[src/core/sdtp_pkg.sv]
// Package with offsets, field positions and defaults of the shutdown/threshold/protect slice
package sdtp_pkg;
    // Table numbers
    localparam logic [7:0] TBL_MAIN_01     = 8'h01;
    localparam logic [7:0] TBL_MAIN_02     = 8'h02;
    localparam logic [7:0] TBL_MAIN_03     = 8'h03;
    localparam logic [7:0] TBL_CFG         = 8'h04;
    localparam logic [7:0] TBL_DEV         = 8'h05;
    // Table 04h offsets
    localparam logic [7:0] OFS_SHUTDOWN_CONFIG = 8'hda;
    localparam logic [7:0] OFS_TX_POWER_HIGH   = 8'hdb;
    localparam logic [7:0] OFS_TX_POWER_LOW    = 8'hdc;
    localparam logic [7:0] OFS_RX_LOSS         = 8'hdd;
    // Table 05h offsets
    localparam logic [7:0] OFS_PART_ID_HI      = 8'hc0;
    localparam logic [7:0] OFS_PART_ID_LO      = 8'hc1;
    localparam logic [7:0] OFS_DESIGN_REV      = 8'hc2;
    localparam logic [7:0] OFS_L1_WP_ENABLE    = 8'hd1;
    localparam logic [7:0] OFS_L1_PW_B3        = 8'hd3;
    localparam logic [7:0] OFS_L1_PW_B2        = 8'hd4;
    localparam logic [7:0] OFS_L1_PW_B1        = 8'hd5;
    localparam logic [7:0] OFS_L1_PW_B0        = 8'hd6;
    // Protected region bounds
    localparam logic [7:0] RGN_DEV_LO_START    = 8'hd0;
    localparam logic [7:0] RGN_DEV_LO_END      = 8'hd6;
    localparam logic [7:0] RGN_MASK_START      = 8'hf8;
    localparam logic [7:0] RGN_MASK_END        = 8'hff;
    localparam logic [7:0] RGN_CFG_START       = 8'h80;
    localparam logic [7:0] RGN_CFG_END         = 8'hc7;
    localparam logic [7:0] RGN_USER_START      = 8'h80;
    localparam logic [7:0] RGN_USER_END        = 8'hf7;
    localparam logic [7:0] RGN_LOWER_END       = 8'h7a;
    localparam logic [7:0] RGN_AUX_UPPER_START = 8'h80;
    // Shutdown configuration fields
    localparam int SHD_POLARITY_BIT  = 7;
    localparam int SHD_TXP_HIGH_BIT  = 6;
    localparam int SHD_BIAS_HIGH_BIT = 5;
    localparam int SHD_TXP_LOW_BIT   = 4;
    localparam int SHD_MASK_SEL_BIT  = 0;
    // Write-protect enable fields
    localparam int WP_DEV_LO_BIT   = 7;
    localparam int WP_DEV_MASK_BIT = 6;
    localparam int WP_CFG_BIT      = 5;
    localparam int WP_USER_MASK_BIT = 4;
    localparam int WP_USER_BIT     = 3;
    localparam int WP_LOWER_BIT    = 2;
    localparam int WP_AUX_HI_BIT   = 1;
    localparam int WP_AUX_LO_BIT   = 0;
    // Factory defaults
    localparam logic [7:0]  RST_SHUTDOWN_CONFIG = 8'h00;
    localparam logic [7:0]  RST_TX_POWER_HIGH   = 8'hff;
    localparam logic [7:0]  RST_TX_POWER_LOW    = 8'h00;
    localparam logic [7:0]  RST_RX_LOSS         = 8'h00;
    localparam logic [7:0]  RST_L1_WP_ENABLE    = 8'h00;
    localparam logic [31:0] RST_L1_PASSWORD     = 32'h0000_0000;
    localparam logic [7:0]  RD_UNMAPPED         = 8'h00;
endpackage : sdtp_pkg

[src/core/sdtp_regs.sv]
// Shutdown configuration, threshold, identity and first-level write-protect register slice
`timescale 1ns/100ps
`default_nettype none
module sdtp_regs #(
    parameter logic [15:0] PART_ID    = 16'h5a5a,
    parameter logic [7:0]  DESIGN_REV = 8'h01
) (
    input  wire logic        i_clk,
    input  wire logic        i_arst_n,
    input  wire logic        i_aux_sel,
    input  wire logic [7:0]  i_table,
    input  wire logic [7:0]  i_addr,
    input  wire logic        i_wr_en,
    input  wire logic        i_rd_en,
    input  wire logic [7:0]  i_wdata,
    input  wire logic [31:0] i_entered_password,
    input  wire logic        i_nv_load,
    input  wire logic [15:0] i_tx_power,
    input  wire logic [15:0] i_rssi,
    input  wire logic        i_bias_high_trip,
    output logic [7:0]       o_rdata,
    output logic             o_rvalid,
    output logic             o_wr_blocked,
    output logic             o_laser_off_drive,
    output logic             o_mask_select,
    output logic             o_tx_power_high_trip,
    output logic             o_tx_power_low_trip,
    output logic             o_rx_loss_trip,
    output logic [7:0]       o_tx_power_high_limit,
    output logic [7:0]       o_tx_power_low_limit,
    output logic [7:0]       o_rx_loss_limit
);
    // Which protect-enable bit covers an address, one-hot or zero
    function automatic logic [7:0] sdtp_region(input logic aux, input logic [7:0] tbl,
                                               input logic [7:0] adr);
        logic [7:0] r;
        r = 8'h00;
        if (aux) begin
            r[sdtp_pkg::WP_AUX_HI_BIT] = (adr >= sdtp_pkg::RGN_AUX_UPPER_START);
            r[sdtp_pkg::WP_AUX_LO_BIT] = (adr < sdtp_pkg::RGN_AUX_UPPER_START);
        end else if (adr <= sdtp_pkg::RGN_LOWER_END) begin
            r[sdtp_pkg::WP_LOWER_BIT] = 1'b1;
        end else if (tbl == sdtp_pkg::TBL_DEV) begin
            r[sdtp_pkg::WP_DEV_LO_BIT] = (adr >= sdtp_pkg::RGN_DEV_LO_START) &&
                                         (adr <= sdtp_pkg::RGN_DEV_LO_END);
            r[sdtp_pkg::WP_DEV_MASK_BIT] = (adr >= sdtp_pkg::RGN_MASK_START);
        end else if (tbl == sdtp_pkg::TBL_MAIN_01) begin
            r[sdtp_pkg::WP_USER_MASK_BIT] = (adr >= sdtp_pkg::RGN_MASK_START);
            r[sdtp_pkg::WP_USER_BIT] = (adr >= sdtp_pkg::RGN_USER_START) &&
                                       (adr <= sdtp_pkg::RGN_USER_END);
        end else if ((tbl == sdtp_pkg::TBL_CFG) || (tbl == sdtp_pkg::TBL_MAIN_02) ||
                     (tbl == sdtp_pkg::TBL_MAIN_03)) begin
            r[sdtp_pkg::WP_CFG_BIT] = (adr >= sdtp_pkg::RGN_CFG_START) &&
                                      (adr <= sdtp_pkg::RGN_CFG_END);
        end
        return r;
    endfunction : sdtp_region

    // True when a main-memory access lands on one given byte of one table
    function automatic logic sdtp_hit(input logic aux, input logic [7:0] tbl,
                                      input logic [7:0] adr, input logic [7:0] want_tbl,
                                      input logic [7:0] want_ofs);
        return !aux && (tbl == want_tbl) && (adr == want_ofs);
    endfunction : sdtp_hit

    // Stored bytes
    logic [7:0]  shutdown_config_q;
    logic [7:0]  wp_enable_q;
    logic [7:0]  password_q [4];

    // Access decode
    logic [7:0]  region;
    logic [7:0]  shielded;
    logic        password_ok;
    logic        wr_blocked;
    logic        wr_accept;
    logic        hit_cfg;
    logic        hit_dev;
    logic        wr_shutdown;
    logic        wr_tx_high;
    logic        wr_tx_low;
    logic        wr_rx_loss;
    logic        wr_wp_enable;
    logic [3:0]  wr_pw_byte;
    logic [7:0]  rd_mux;

    // Shutdown path
    logic [7:0]  tx_upper;
    logic [7:0]  rssi_upper;
    logic        shutdown_cause;
    logic        txp_high_trip;
    logic        txp_low_trip;
    logic        rx_low_trip;
    logic        laser_off_d;

    // Protect bits that cover the addressed byte
    assign region = sdtp_region(i_aux_sel, i_table, i_addr);
    for (genvar b = 0; b < 8; b++) begin : g_shield
        assign shielded[b] = region[b] && wp_enable_q[b];
    end : g_shield

    assign password_ok = (i_entered_password == {password_q[0], password_q[1],
                                                  password_q[2], password_q[3]});
    assign wr_blocked  = (|shielded) && !password_ok;
    // Power-up shadow loads bypass protection
    assign wr_accept   = i_nv_load || (i_wr_en && !wr_blocked);
    assign hit_cfg     = !i_aux_sel && (i_table == sdtp_pkg::TBL_CFG);
    assign hit_dev     = !i_aux_sel && (i_table == sdtp_pkg::TBL_DEV);

    // One write strobe per stored byte
    assign wr_shutdown  = wr_accept && sdtp_hit(i_aux_sel, i_table, i_addr,
        sdtp_pkg::TBL_CFG, sdtp_pkg::OFS_SHUTDOWN_CONFIG);
    assign wr_tx_high   = wr_accept && sdtp_hit(i_aux_sel, i_table, i_addr,
        sdtp_pkg::TBL_CFG, sdtp_pkg::OFS_TX_POWER_HIGH);
    assign wr_tx_low    = wr_accept && sdtp_hit(i_aux_sel, i_table, i_addr,
        sdtp_pkg::TBL_CFG, sdtp_pkg::OFS_TX_POWER_LOW);
    assign wr_rx_loss   = wr_accept && sdtp_hit(i_aux_sel, i_table, i_addr,
        sdtp_pkg::TBL_CFG, sdtp_pkg::OFS_RX_LOSS);
    assign wr_wp_enable = wr_accept && sdtp_hit(i_aux_sel, i_table, i_addr,
        sdtp_pkg::TBL_DEV, sdtp_pkg::OFS_L1_WP_ENABLE);

    // Shutdown configuration byte; bits 3 to 1 are kept but drive nothing
    always_ff @(posedge i_clk or negedge i_arst_n) begin
        if (!i_arst_n) begin
            shutdown_config_q <= sdtp_pkg::RST_SHUTDOWN_CONFIG;
        end else if (wr_shutdown) begin
            shutdown_config_q <= i_wdata;
        end
    end

    // Mask-location bit leaves as its own output for the interrupt logic
    always_ff @(posedge i_clk or negedge i_arst_n) begin
        if (!i_arst_n) begin
            o_mask_select <= sdtp_pkg::RST_SHUTDOWN_CONFIG[sdtp_pkg::SHD_MASK_SEL_BIT];
        end else if (wr_shutdown) begin
            o_mask_select <= i_wdata[sdtp_pkg::SHD_MASK_SEL_BIT];
        end
    end

    // High transmit-power limit
    always_ff @(posedge i_clk or negedge i_arst_n) begin
        if (!i_arst_n) begin
            o_tx_power_high_limit <= sdtp_pkg::RST_TX_POWER_HIGH;
        end else if (wr_tx_high) begin
            o_tx_power_high_limit <= i_wdata;
        end
    end

    // Low transmit-power limit
    always_ff @(posedge i_clk or negedge i_arst_n) begin
        if (!i_arst_n) begin
            o_tx_power_low_limit <= sdtp_pkg::RST_TX_POWER_LOW;
        end else if (wr_tx_low) begin
            o_tx_power_low_limit <= i_wdata;
        end
    end

    // Receive-loss limit
    always_ff @(posedge i_clk or negedge i_arst_n) begin
        if (!i_arst_n) begin
            o_rx_loss_limit <= sdtp_pkg::RST_RX_LOSS;
        end else if (wr_rx_loss) begin
            o_rx_loss_limit <= i_wdata;
        end
    end

    // First-level protect enables; the byte guards itself through bit 7
    always_ff @(posedge i_clk or negedge i_arst_n) begin
        if (!i_arst_n) begin
            wp_enable_q <= sdtp_pkg::RST_L1_WP_ENABLE;
        end else if (wr_wp_enable) begin
            wp_enable_q <= i_wdata;
        end
    end

    // Password bytes, most significant at the lowest offset
    for (genvar g = 0; g < 4; g++) begin : g_pw_byte
        assign wr_pw_byte[g] = wr_accept &&
            sdtp_hit(i_aux_sel, i_table, i_addr, sdtp_pkg::TBL_DEV,
                     sdtp_pkg::OFS_L1_PW_B3 + 8'(g));
        always_ff @(posedge i_clk or negedge i_arst_n) begin
            if (!i_arst_n) begin
                password_q[g] <= sdtp_pkg::RST_L1_PASSWORD[31 - 8 * g -: 8];
            end else if (wr_pw_byte[g]) begin
                password_q[g] <= i_wdata;
            end
        end
    end : g_pw_byte

    // Read data; the password itself reads back as zero
    always_comb begin
        rd_mux = sdtp_pkg::RD_UNMAPPED;
        if (hit_cfg) begin
            unique case (i_addr)
                sdtp_pkg::OFS_SHUTDOWN_CONFIG: rd_mux = shutdown_config_q;
                sdtp_pkg::OFS_TX_POWER_HIGH:   rd_mux = o_tx_power_high_limit;
                sdtp_pkg::OFS_TX_POWER_LOW:    rd_mux = o_tx_power_low_limit;
                sdtp_pkg::OFS_RX_LOSS:         rd_mux = o_rx_loss_limit;
                default:                       rd_mux = sdtp_pkg::RD_UNMAPPED;
            endcase
        end else if (hit_dev) begin
            unique case (i_addr)
                sdtp_pkg::OFS_PART_ID_HI:   rd_mux = PART_ID[15:8];
                sdtp_pkg::OFS_PART_ID_LO:   rd_mux = PART_ID[7:0];
                sdtp_pkg::OFS_DESIGN_REV:   rd_mux = DESIGN_REV;
                sdtp_pkg::OFS_L1_WP_ENABLE: rd_mux = wp_enable_q;
                default:                    rd_mux = sdtp_pkg::RD_UNMAPPED;
            endcase
        end
    end

    // Read data holds until the next read
    always_ff @(posedge i_clk or negedge i_arst_n) begin
        if (!i_arst_n) begin
            o_rdata <= sdtp_pkg::RD_UNMAPPED;
        end else if (i_rd_en) begin
            o_rdata <= rd_mux;
        end
    end

    // Read valid is a one-cycle pulse behind the request
    always_ff @(posedge i_clk or negedge i_arst_n) begin
        if (!i_arst_n) begin
            o_rvalid <= 1'b0;
        end else begin
            o_rvalid <= i_rd_en;
        end
    end

    // A refused write is flagged for one cycle
    always_ff @(posedge i_clk or negedge i_arst_n) begin
        if (!i_arst_n) begin
            o_wr_blocked <= 1'b0;
        end else begin
            o_wr_blocked <= i_wr_en && wr_blocked;
        end
    end

    // Fast-trip comparisons look at the upper measurement byte only
    assign tx_upper       = i_tx_power[15:8];
    assign rssi_upper     = i_rssi[15:8];
    assign txp_high_trip  = (tx_upper > o_tx_power_high_limit);
    assign txp_low_trip   = (tx_upper < o_tx_power_low_limit);
    assign rx_low_trip    = (rssi_upper < o_rx_loss_limit);
    assign shutdown_cause =
        (shutdown_config_q[sdtp_pkg::SHD_TXP_HIGH_BIT]  && txp_high_trip)    ||
        (shutdown_config_q[sdtp_pkg::SHD_BIAS_HIGH_BIT] && i_bias_high_trip) ||
        (shutdown_config_q[sdtp_pkg::SHD_TXP_LOW_BIT]   && txp_low_trip);
    // Shutdown drives the polarity value, idle drives its inverse
    assign laser_off_d    = shutdown_cause ~^
                            shutdown_config_q[sdtp_pkg::SHD_POLARITY_BIT];

    // Laser-off resets to the idle level, the inverse of the reset polarity
    always_ff @(posedge i_clk or negedge i_arst_n) begin
        if (!i_arst_n) begin
            o_laser_off_drive <= ~sdtp_pkg::RST_SHUTDOWN_CONFIG[sdtp_pkg::SHD_POLARITY_BIT];
        end else begin
            o_laser_off_drive <= laser_off_d;
        end
    end

    // Transmit-power-high alarm level
    always_ff @(posedge i_clk or negedge i_arst_n) begin
        if (!i_arst_n) begin
            o_tx_power_high_trip <= 1'b0;
        end else begin
            o_tx_power_high_trip <= txp_high_trip;
        end
    end

    // Transmit-power-low alarm level
    always_ff @(posedge i_clk or negedge i_arst_n) begin
        if (!i_arst_n) begin
            o_tx_power_low_trip <= 1'b0;
        end else begin
            o_tx_power_low_trip <= txp_low_trip;
        end
    end

    // Receive-loss alarm level
    always_ff @(posedge i_clk or negedge i_arst_n) begin
        if (!i_arst_n) begin
            o_rx_loss_trip <= 1'b0;
        end else begin
            o_rx_loss_trip <= rx_low_trip;
        end
    end
endmodule : sdtp_regs
`default_nettype wire

[config.mk]
export PLATFORM = sky130hd
export DESIGN_NAME = sdtp_regs
export DESIGN_NICKNAME = d
export VERILOG_FILES = /design/src/core/sdtp_pkg.sv /design/src/core/sdtp_regs.sv
export SDC_FILE = /design/constraint.sdc
export NUM_CORES = 1
export LEC_CHECK = 0
export BUFFER_PORTS_ARGS = -buffer_cell sky130_fd_sc_hd__buf_4
export CAP_MARGIN = 20
export CORE_MARGIN = 4
export CORE_UTILIZATION = 52
export CTS_CLUSTER_SIZE = 12
export DETAILED_ROUTE_END_ITERATION = 10
export PLACE_DENSITY_LB_ADDON = 0.25
export SETUP_SLACK_MARGIN = 0.1
export SLEW_MARGIN = 30
export SYNTH_ARGS = -nofsm -noshare
export SYNTH_HDL_FRONTEND = slang
export SYNTH_SLANG_ARGS = --single-unit
[constraint.sdc]
create_clock -name i_clk -period 2.7 [get_ports i_clk]
set_input_delay 0.405 -clock i_clk [delete_from_list [all_inputs] [get_ports i_clk]]
set_output_delay 0.405 -clock i_clk [all_outputs]
set_load 0.02 [all_outputs]
; Yosys cells after proc, flatten, opt, wreduce, memory -nomap -nowiden
; Cells that the tools add are included.
; Widths: inputs -> output; s select.
[op_classes]
magnitude_cmp = 11
muxes = 13
n_eq_ne = 18
n_reduce_logical = 47
bitwise = 1
[ops]
columns = operator, count
row1 = $eq 8x8->1 const B, 12
row2 = $logic_and 1x1->1, 37
row3 = $eq 32x32->1, 1
row4 = $pmux 8 s4, 1
row5 = $ge 8x8->1 const B, 3
row6 = $le 8x8->1 const B, 3
row7 = $pmux 8 s3, 1
row8 = $eq 8x2->1 const B, 2
row9 = $eq 8x3->1 const B, 2
row10 = $lt 8x8->1, 2
row11 = $mux 8, 2
row12 = $eq 8x1->1 const B, 1
row13 = $gt 8x8->1, 1
row14 = $le 8x7->1 const B, 1
row15 = $lt 8x8->1 const B, 1
row16 = $reduce_or 8->1, 1
row17 = $mux 2, 3
row18 = $mux 6, 1
row19 = $logic_or 1x1->1, 5
row20 = $mux 5, 1
row21 = $logic_not 1->1, 3
row22 = $mux 1, 3
row23 = $mux 3, 1
row24 = $reduce_or 2->1, 1
row25 = $xnor 1x1->1, 1
[word_totals]
output_inout_bits = 39
register_bits = 87
inputBits = 95

; Logic depth before layout (Yosys ltp)
[logic_depth]
depth_word = 15
ltp_mapped = 9
depth_no_buf = 9

; Worst setup path before layout
; Ideal clock, no wire load.
[synth_path]
path_kind = input port to flip-flop
start = input i_table[3]
end = register password_q[24] (netlist name)
cell_stages = 7
path_slack_ns = -0.241
arrival_time_ns = 2.816
path_buffers = 0
cell_sequence = or4_4 -> or4b_4 -> a311oi_2 -> a21oi_1 -> o311a_4 -> nor3_4 -> mux2_2
[synth_between]
elab_chain_len = 15
elab_cells_between_ends = 27
classes_between = eq/ne: 5 / mux: 7 / reduce/logical: 15
[synth_rtl]
columns = item, line_no
row1 = "start, declared", sdtp_regs.sv:11  ; input wire logic [7:0] i_table,
row2 = $eq 8x3->1 or $eq 8x2->1 (tied branches), sdtp_regs.sv:51  ; end else if ((tbl == sdtp_pkg::TBL_CFG) || (tbl == sdtp_pkg::TBL_MAIN_02) ||
row3 = $logic_or 1x1->1 (2 in series), sdtp_regs.sv:51
row4 = $mux 1, sdtp_regs.sv:51
row5 = $mux 1, sdtp_regs.sv:47  ; end else if (tbl == sdtp_pkg::TBL_MAIN_01) begin
row6 = $mux 3, sdtp_regs.sv:43  ; end else if (tbl == sdtp_pkg::TBL_DEV) begin
row7 = $mux 5, sdtp_regs.sv:41  ; end else if (adr <= sdtp_pkg::RGN_LOWER_END) begin
row8 = $mux 6, sdtp_regs.sv:38  ; if (aux) begin
row9 = $logic_and 1x1->1, sdtp_regs.sv:99  ; assign shielded[b] = region[b] && wp_enable_q[b];
row10 = $reduce_or 8->1, sdtp_regs.sv:104  ; assign wr_blocked = (|shielded) && !password_ok;
row11 = $logic_and 1x1->1, sdtp_regs.sv:104
row12 = $logic_not 1->1, sdtp_regs.sv:106  ; assign wr_accept = i_nv_load || (i_wr_en && !wr_blocked);
row13 = $logic_and 1x1->1, sdtp_regs.sv:106
row14 = $logic_or 1x1->1, sdtp_regs.sv:106
row15 = $logic_and 1x1->1 *, sdtp_regs.sv:178  ; assign wr_pw_byte[g] = wr_accept &&
row16 = "end signal, assigned by index", sdtp_regs.sv:183  ; password_q[g] <= sdtp_pkg::RST_L1_PASSWORD[31 - 8 * g -: 8];
row17 = "end signal, assigned by index", sdtp_regs.sv:185  ; password_q[g] <= i_wdata;
row18 = "end, declared", sdtp_regs.sv:69  ; logic [7:0] password_q [4];
; Mark *: on every way between the ends. The rest lies on a longest branch, timed or not.
; A chain may end at the register's enable or synchronous reset.

; Worst setup path after layout
; Ends and elaborated chain as after synthesis.

==> results.toml <==
[clock_tree]
cts.clk_slew.worst_paths_ns = 0.10
tritoncts = "built"
cts.path.max_buffers = 2
h-tree-depth = 3
postCtsHoldBufs = 0
cts_root_buf = "clkbuf_8"
insertion_delay_ns = 0.36
cts.sinks = 86
postCtsSetupBuffers = 0
cts_inserted_buffers = 9

[layout]
layout-drive-gt1-share = 0.411
num-nets-final = 677
final_area_sq_mm = 0.00619
antenna_cells = 0
area_growth_pct = 32.6

[synth]
yosysWarnings = 0
syn_area_per_cell_sq_um = 11.1
async_flop_share = 1.00
synth_cells = 419
yosysUniqueCellTypes = 54
synthFlopType = "dfrtp_1"
synthesis.nets = 536
yosysSeqAreaShare = 0.463
synth-seq-cells = 86
synthesis.area_sq_mm = 0.00467
synth_edf_count = 0

[grt]
antenna_found_initial = 0
grt_max_degree = 50
track_usage = 0.244
grt_pass1_wl_mm = 19.6
grt-ovfl-total = 0
grt_pass1_vias = 3822

[floorplan]
die_w_um = 103
fp.coreArea_sq_mm = 0.00872
start_util = 0.535
pin_count = 134
die_h_um = 103
dieArea_sq_mm = 0.0106
num_rows = 34

[sta]
clock_skew_ns = 0.0132
worst_pin_slew_ns = 0.574
max_clock_freq_mhz = 370
setup_violations = 1
maxSlewViolCount = 0
fin_crit_ns = 2.70
hold_viol = 0
tns_ns = -0.000475
setup_ws_ns = -0.000475
period_share = 1.00
rsz0062_at_grt = "true"
relSlewSlack = 0.612
hold_slack_ns = 0.00247

[power_and_ir_drop]
ir_drop_mv = 0.342
power_w = 0.00243
p_per_area_mw_per_mm2 = 392
power.leakage_nw = 2.90

[worst_setup_path]
worstPathMaxFanout = 8
path_cells = "buf_6, or4_4, or4b_4, a311oi_2, a21oi_2, o311a_4, nor3_4, buf_12, mux2_2"
crit_slowest_cell = "or4b_4"
end_kind = "flip-flop"
worst_ep_arrival_time_ns = 2.96
cpPeakStageDelay_ns = 0.53
cp-start-kind = "input port"
crit_type = "in2reg"
crit_required_ns = 2.96

[placement]
portBuffers = 117
pre_cts_ws_ns = -0.370
gp_congestion = 0.912
placement.cell_area_sq_mm = 0.00594
dp.final_hpwl_mm = 9.62

[routing]
drt_wl_total_mm = 13.0
final_antenna_net_count = 0
vias_per_cell = 5.72
first_pass_iters = 4
drcViolationCount = 0
wl_per_cell_um = 19.4
vias = 3849
drtIter0Drc = 243

[flow_run]
maxCapViolCount = 0

[status]
status = "finished with violations"
failed_checks = "setup timing"

[min_path]
hold_class = "in2async"
## worst paths after layout
kind                                            startpoint                              endpoint  slack (ns)  cells after the start
max in group asynchronous                         i_arst_n  o_tx_power_high_limit[0]$_DFFE_PN1P_        2.02                      2
worst max-delay path                            i_table[3]            password_q[24]$_DFFE_PN0P_     -0.0005                      9
worst max register to register  password_q[21]$_DFFE_PN0P_            password_q[16]$_DFFE_PN0P_        0.28                      8
min in group i_clk                                 i_rd_en                    o_rvalid$_DFF_PN0_        0.26                      1
worst min-delay path                              i_arst_n        o_rx_loss_limit[7]$_DFFE_PN0P_       0.002                      1
worst min register to register      o_rdata[0]$_DFFE_PN0P_                o_rdata[0]$_DFFE_PN0P_        0.49                      1
## state kept, by name (all words and copies together) (netlist names), 8 cells and up
| name | count |
|---|---|
| wp_enable_q | 8 |
| shutdown_config_q | 8 |
| o_rx_loss_limit | 8 |
| o_tx_power_low_limit | 8 |
| password_q | 32 |
| o_tx_power_high_limit | 8 |
| o_rdata | 8 |
## layout by cell type, fill, tap and decap left out, types with 2 or more instances in the layout
master      Yosys  layout
clkbuf_8        0      10
nand3_1         4       4
nor3_4          4       4
nand2_1        27      27
mux2_4          0      35
buf_4           0     133
dfstp_2         9       9
a21oi_1        20      19
nor3_2          0       2
nand4_1        12      12
mux2_2         52      17
dfrtp_1        77      77
nand2b_1        6       6
o21ai_0        29      28
nor4_1          3       2
buf_6           4       3
a211oi_1        4       4
inv_1          23      23
nor3_1         11       9
clkbuf_1        5       2
nor2_1         18      18
buf_12          0       5
ha_1           22      22
xnor2_1        32      32
clkinvlp_4      0       2
xor2_1          2       2
a22oi_1        15      15
a21o_1          4       4
nor2b_1         5       5
## worst max-delay path: cells and delay by family
kind | cells | cell delay (ns)
AO/OA/AOI/OAI | 3 | 0.72
buffers and inverters | 2 | 0.24
multiplexers | 1 | 0.33
AND/OR/NAND/NOR | 3 | 1.25
## routing by layer
metal	vias up	share of wire	GRT usage
met2	154	0.48	0.387
met3	24	0.078	0.0535
met4	0	0.017	0.0777
met1	1871	0.43	0.337
met5	-	0	0
li1	1800	-	-
## synthesized netlist by cell type (all sizes together) (5+ instances only)
master,number,area share
a21oi,20,0.021
a22oi,15,0.024
buf,5,0.011
clkbuf,5,0.0040
dfrtp,77,0.41
dfstp,9,0.051
ha,22,0.059
inv,23,0.018
mux2,52,0.13
nand2,27,0.022
nand2b,6,0.0080
nand4,12,0.016
nor2,18,0.014
nor2b,5,0.0067
nor3,15,0.026
o21ai,29,0.031
xnor2,32,0.060
## stage by stage
stage | util | cells
2_1_floorplan | - | 419
4_1_cts | 0.703 | 673
3_5_place_dp | 0.681 | 657
3_3_place_gp | 0.681 | 657
5_1_grt | 0.710 | 673
6_report | 0.710 | 673
## final cells by class
| cell class | count | area [sq um] |
|---|---|---|
| Clock inverter | 4 | 32.5 |
| Timing Repair Buffer | 141 | 1130 |
| Inverter | 23 | 86.3 |
| Multi-Input combinational cell | 299 | 2500 |
| Tap cell | 108 | 135 |
| Fill cell | 652 | 2530 |
| Sequential cell | 86 | 2160 |
| Clock buffer | 12 | 145 |
## logic make-up after synthesis
family	synth area share
DFF	0.463
xor gates and xnor gates	0.0638
muxes	0.128
and+or+nand+nor	0.121
AOI/OAI and AO/OA	0.130
buffers and inverters	0.0354
adders and majority gates	0.0590
## timing repair
action	4_1_cts	5_1_grt
endpoints found under the setup margin	24	42
resized for setup	3	16
pin swaps	2	2
gates cloned	0	0
## report_power, final
part | switching [W] | leakage [nW] | internal, W | total, W
clock | 0.000476 | 0.0832 | 0.000366 | 0.000842
sequential | 0.00000530 | 1.07 | 0.00130 | 0.00130
combinational | 0.000148 | 1.74 | 0.000138 | 0.000285
Note: power is estimated with default switching activity, not from simulation.
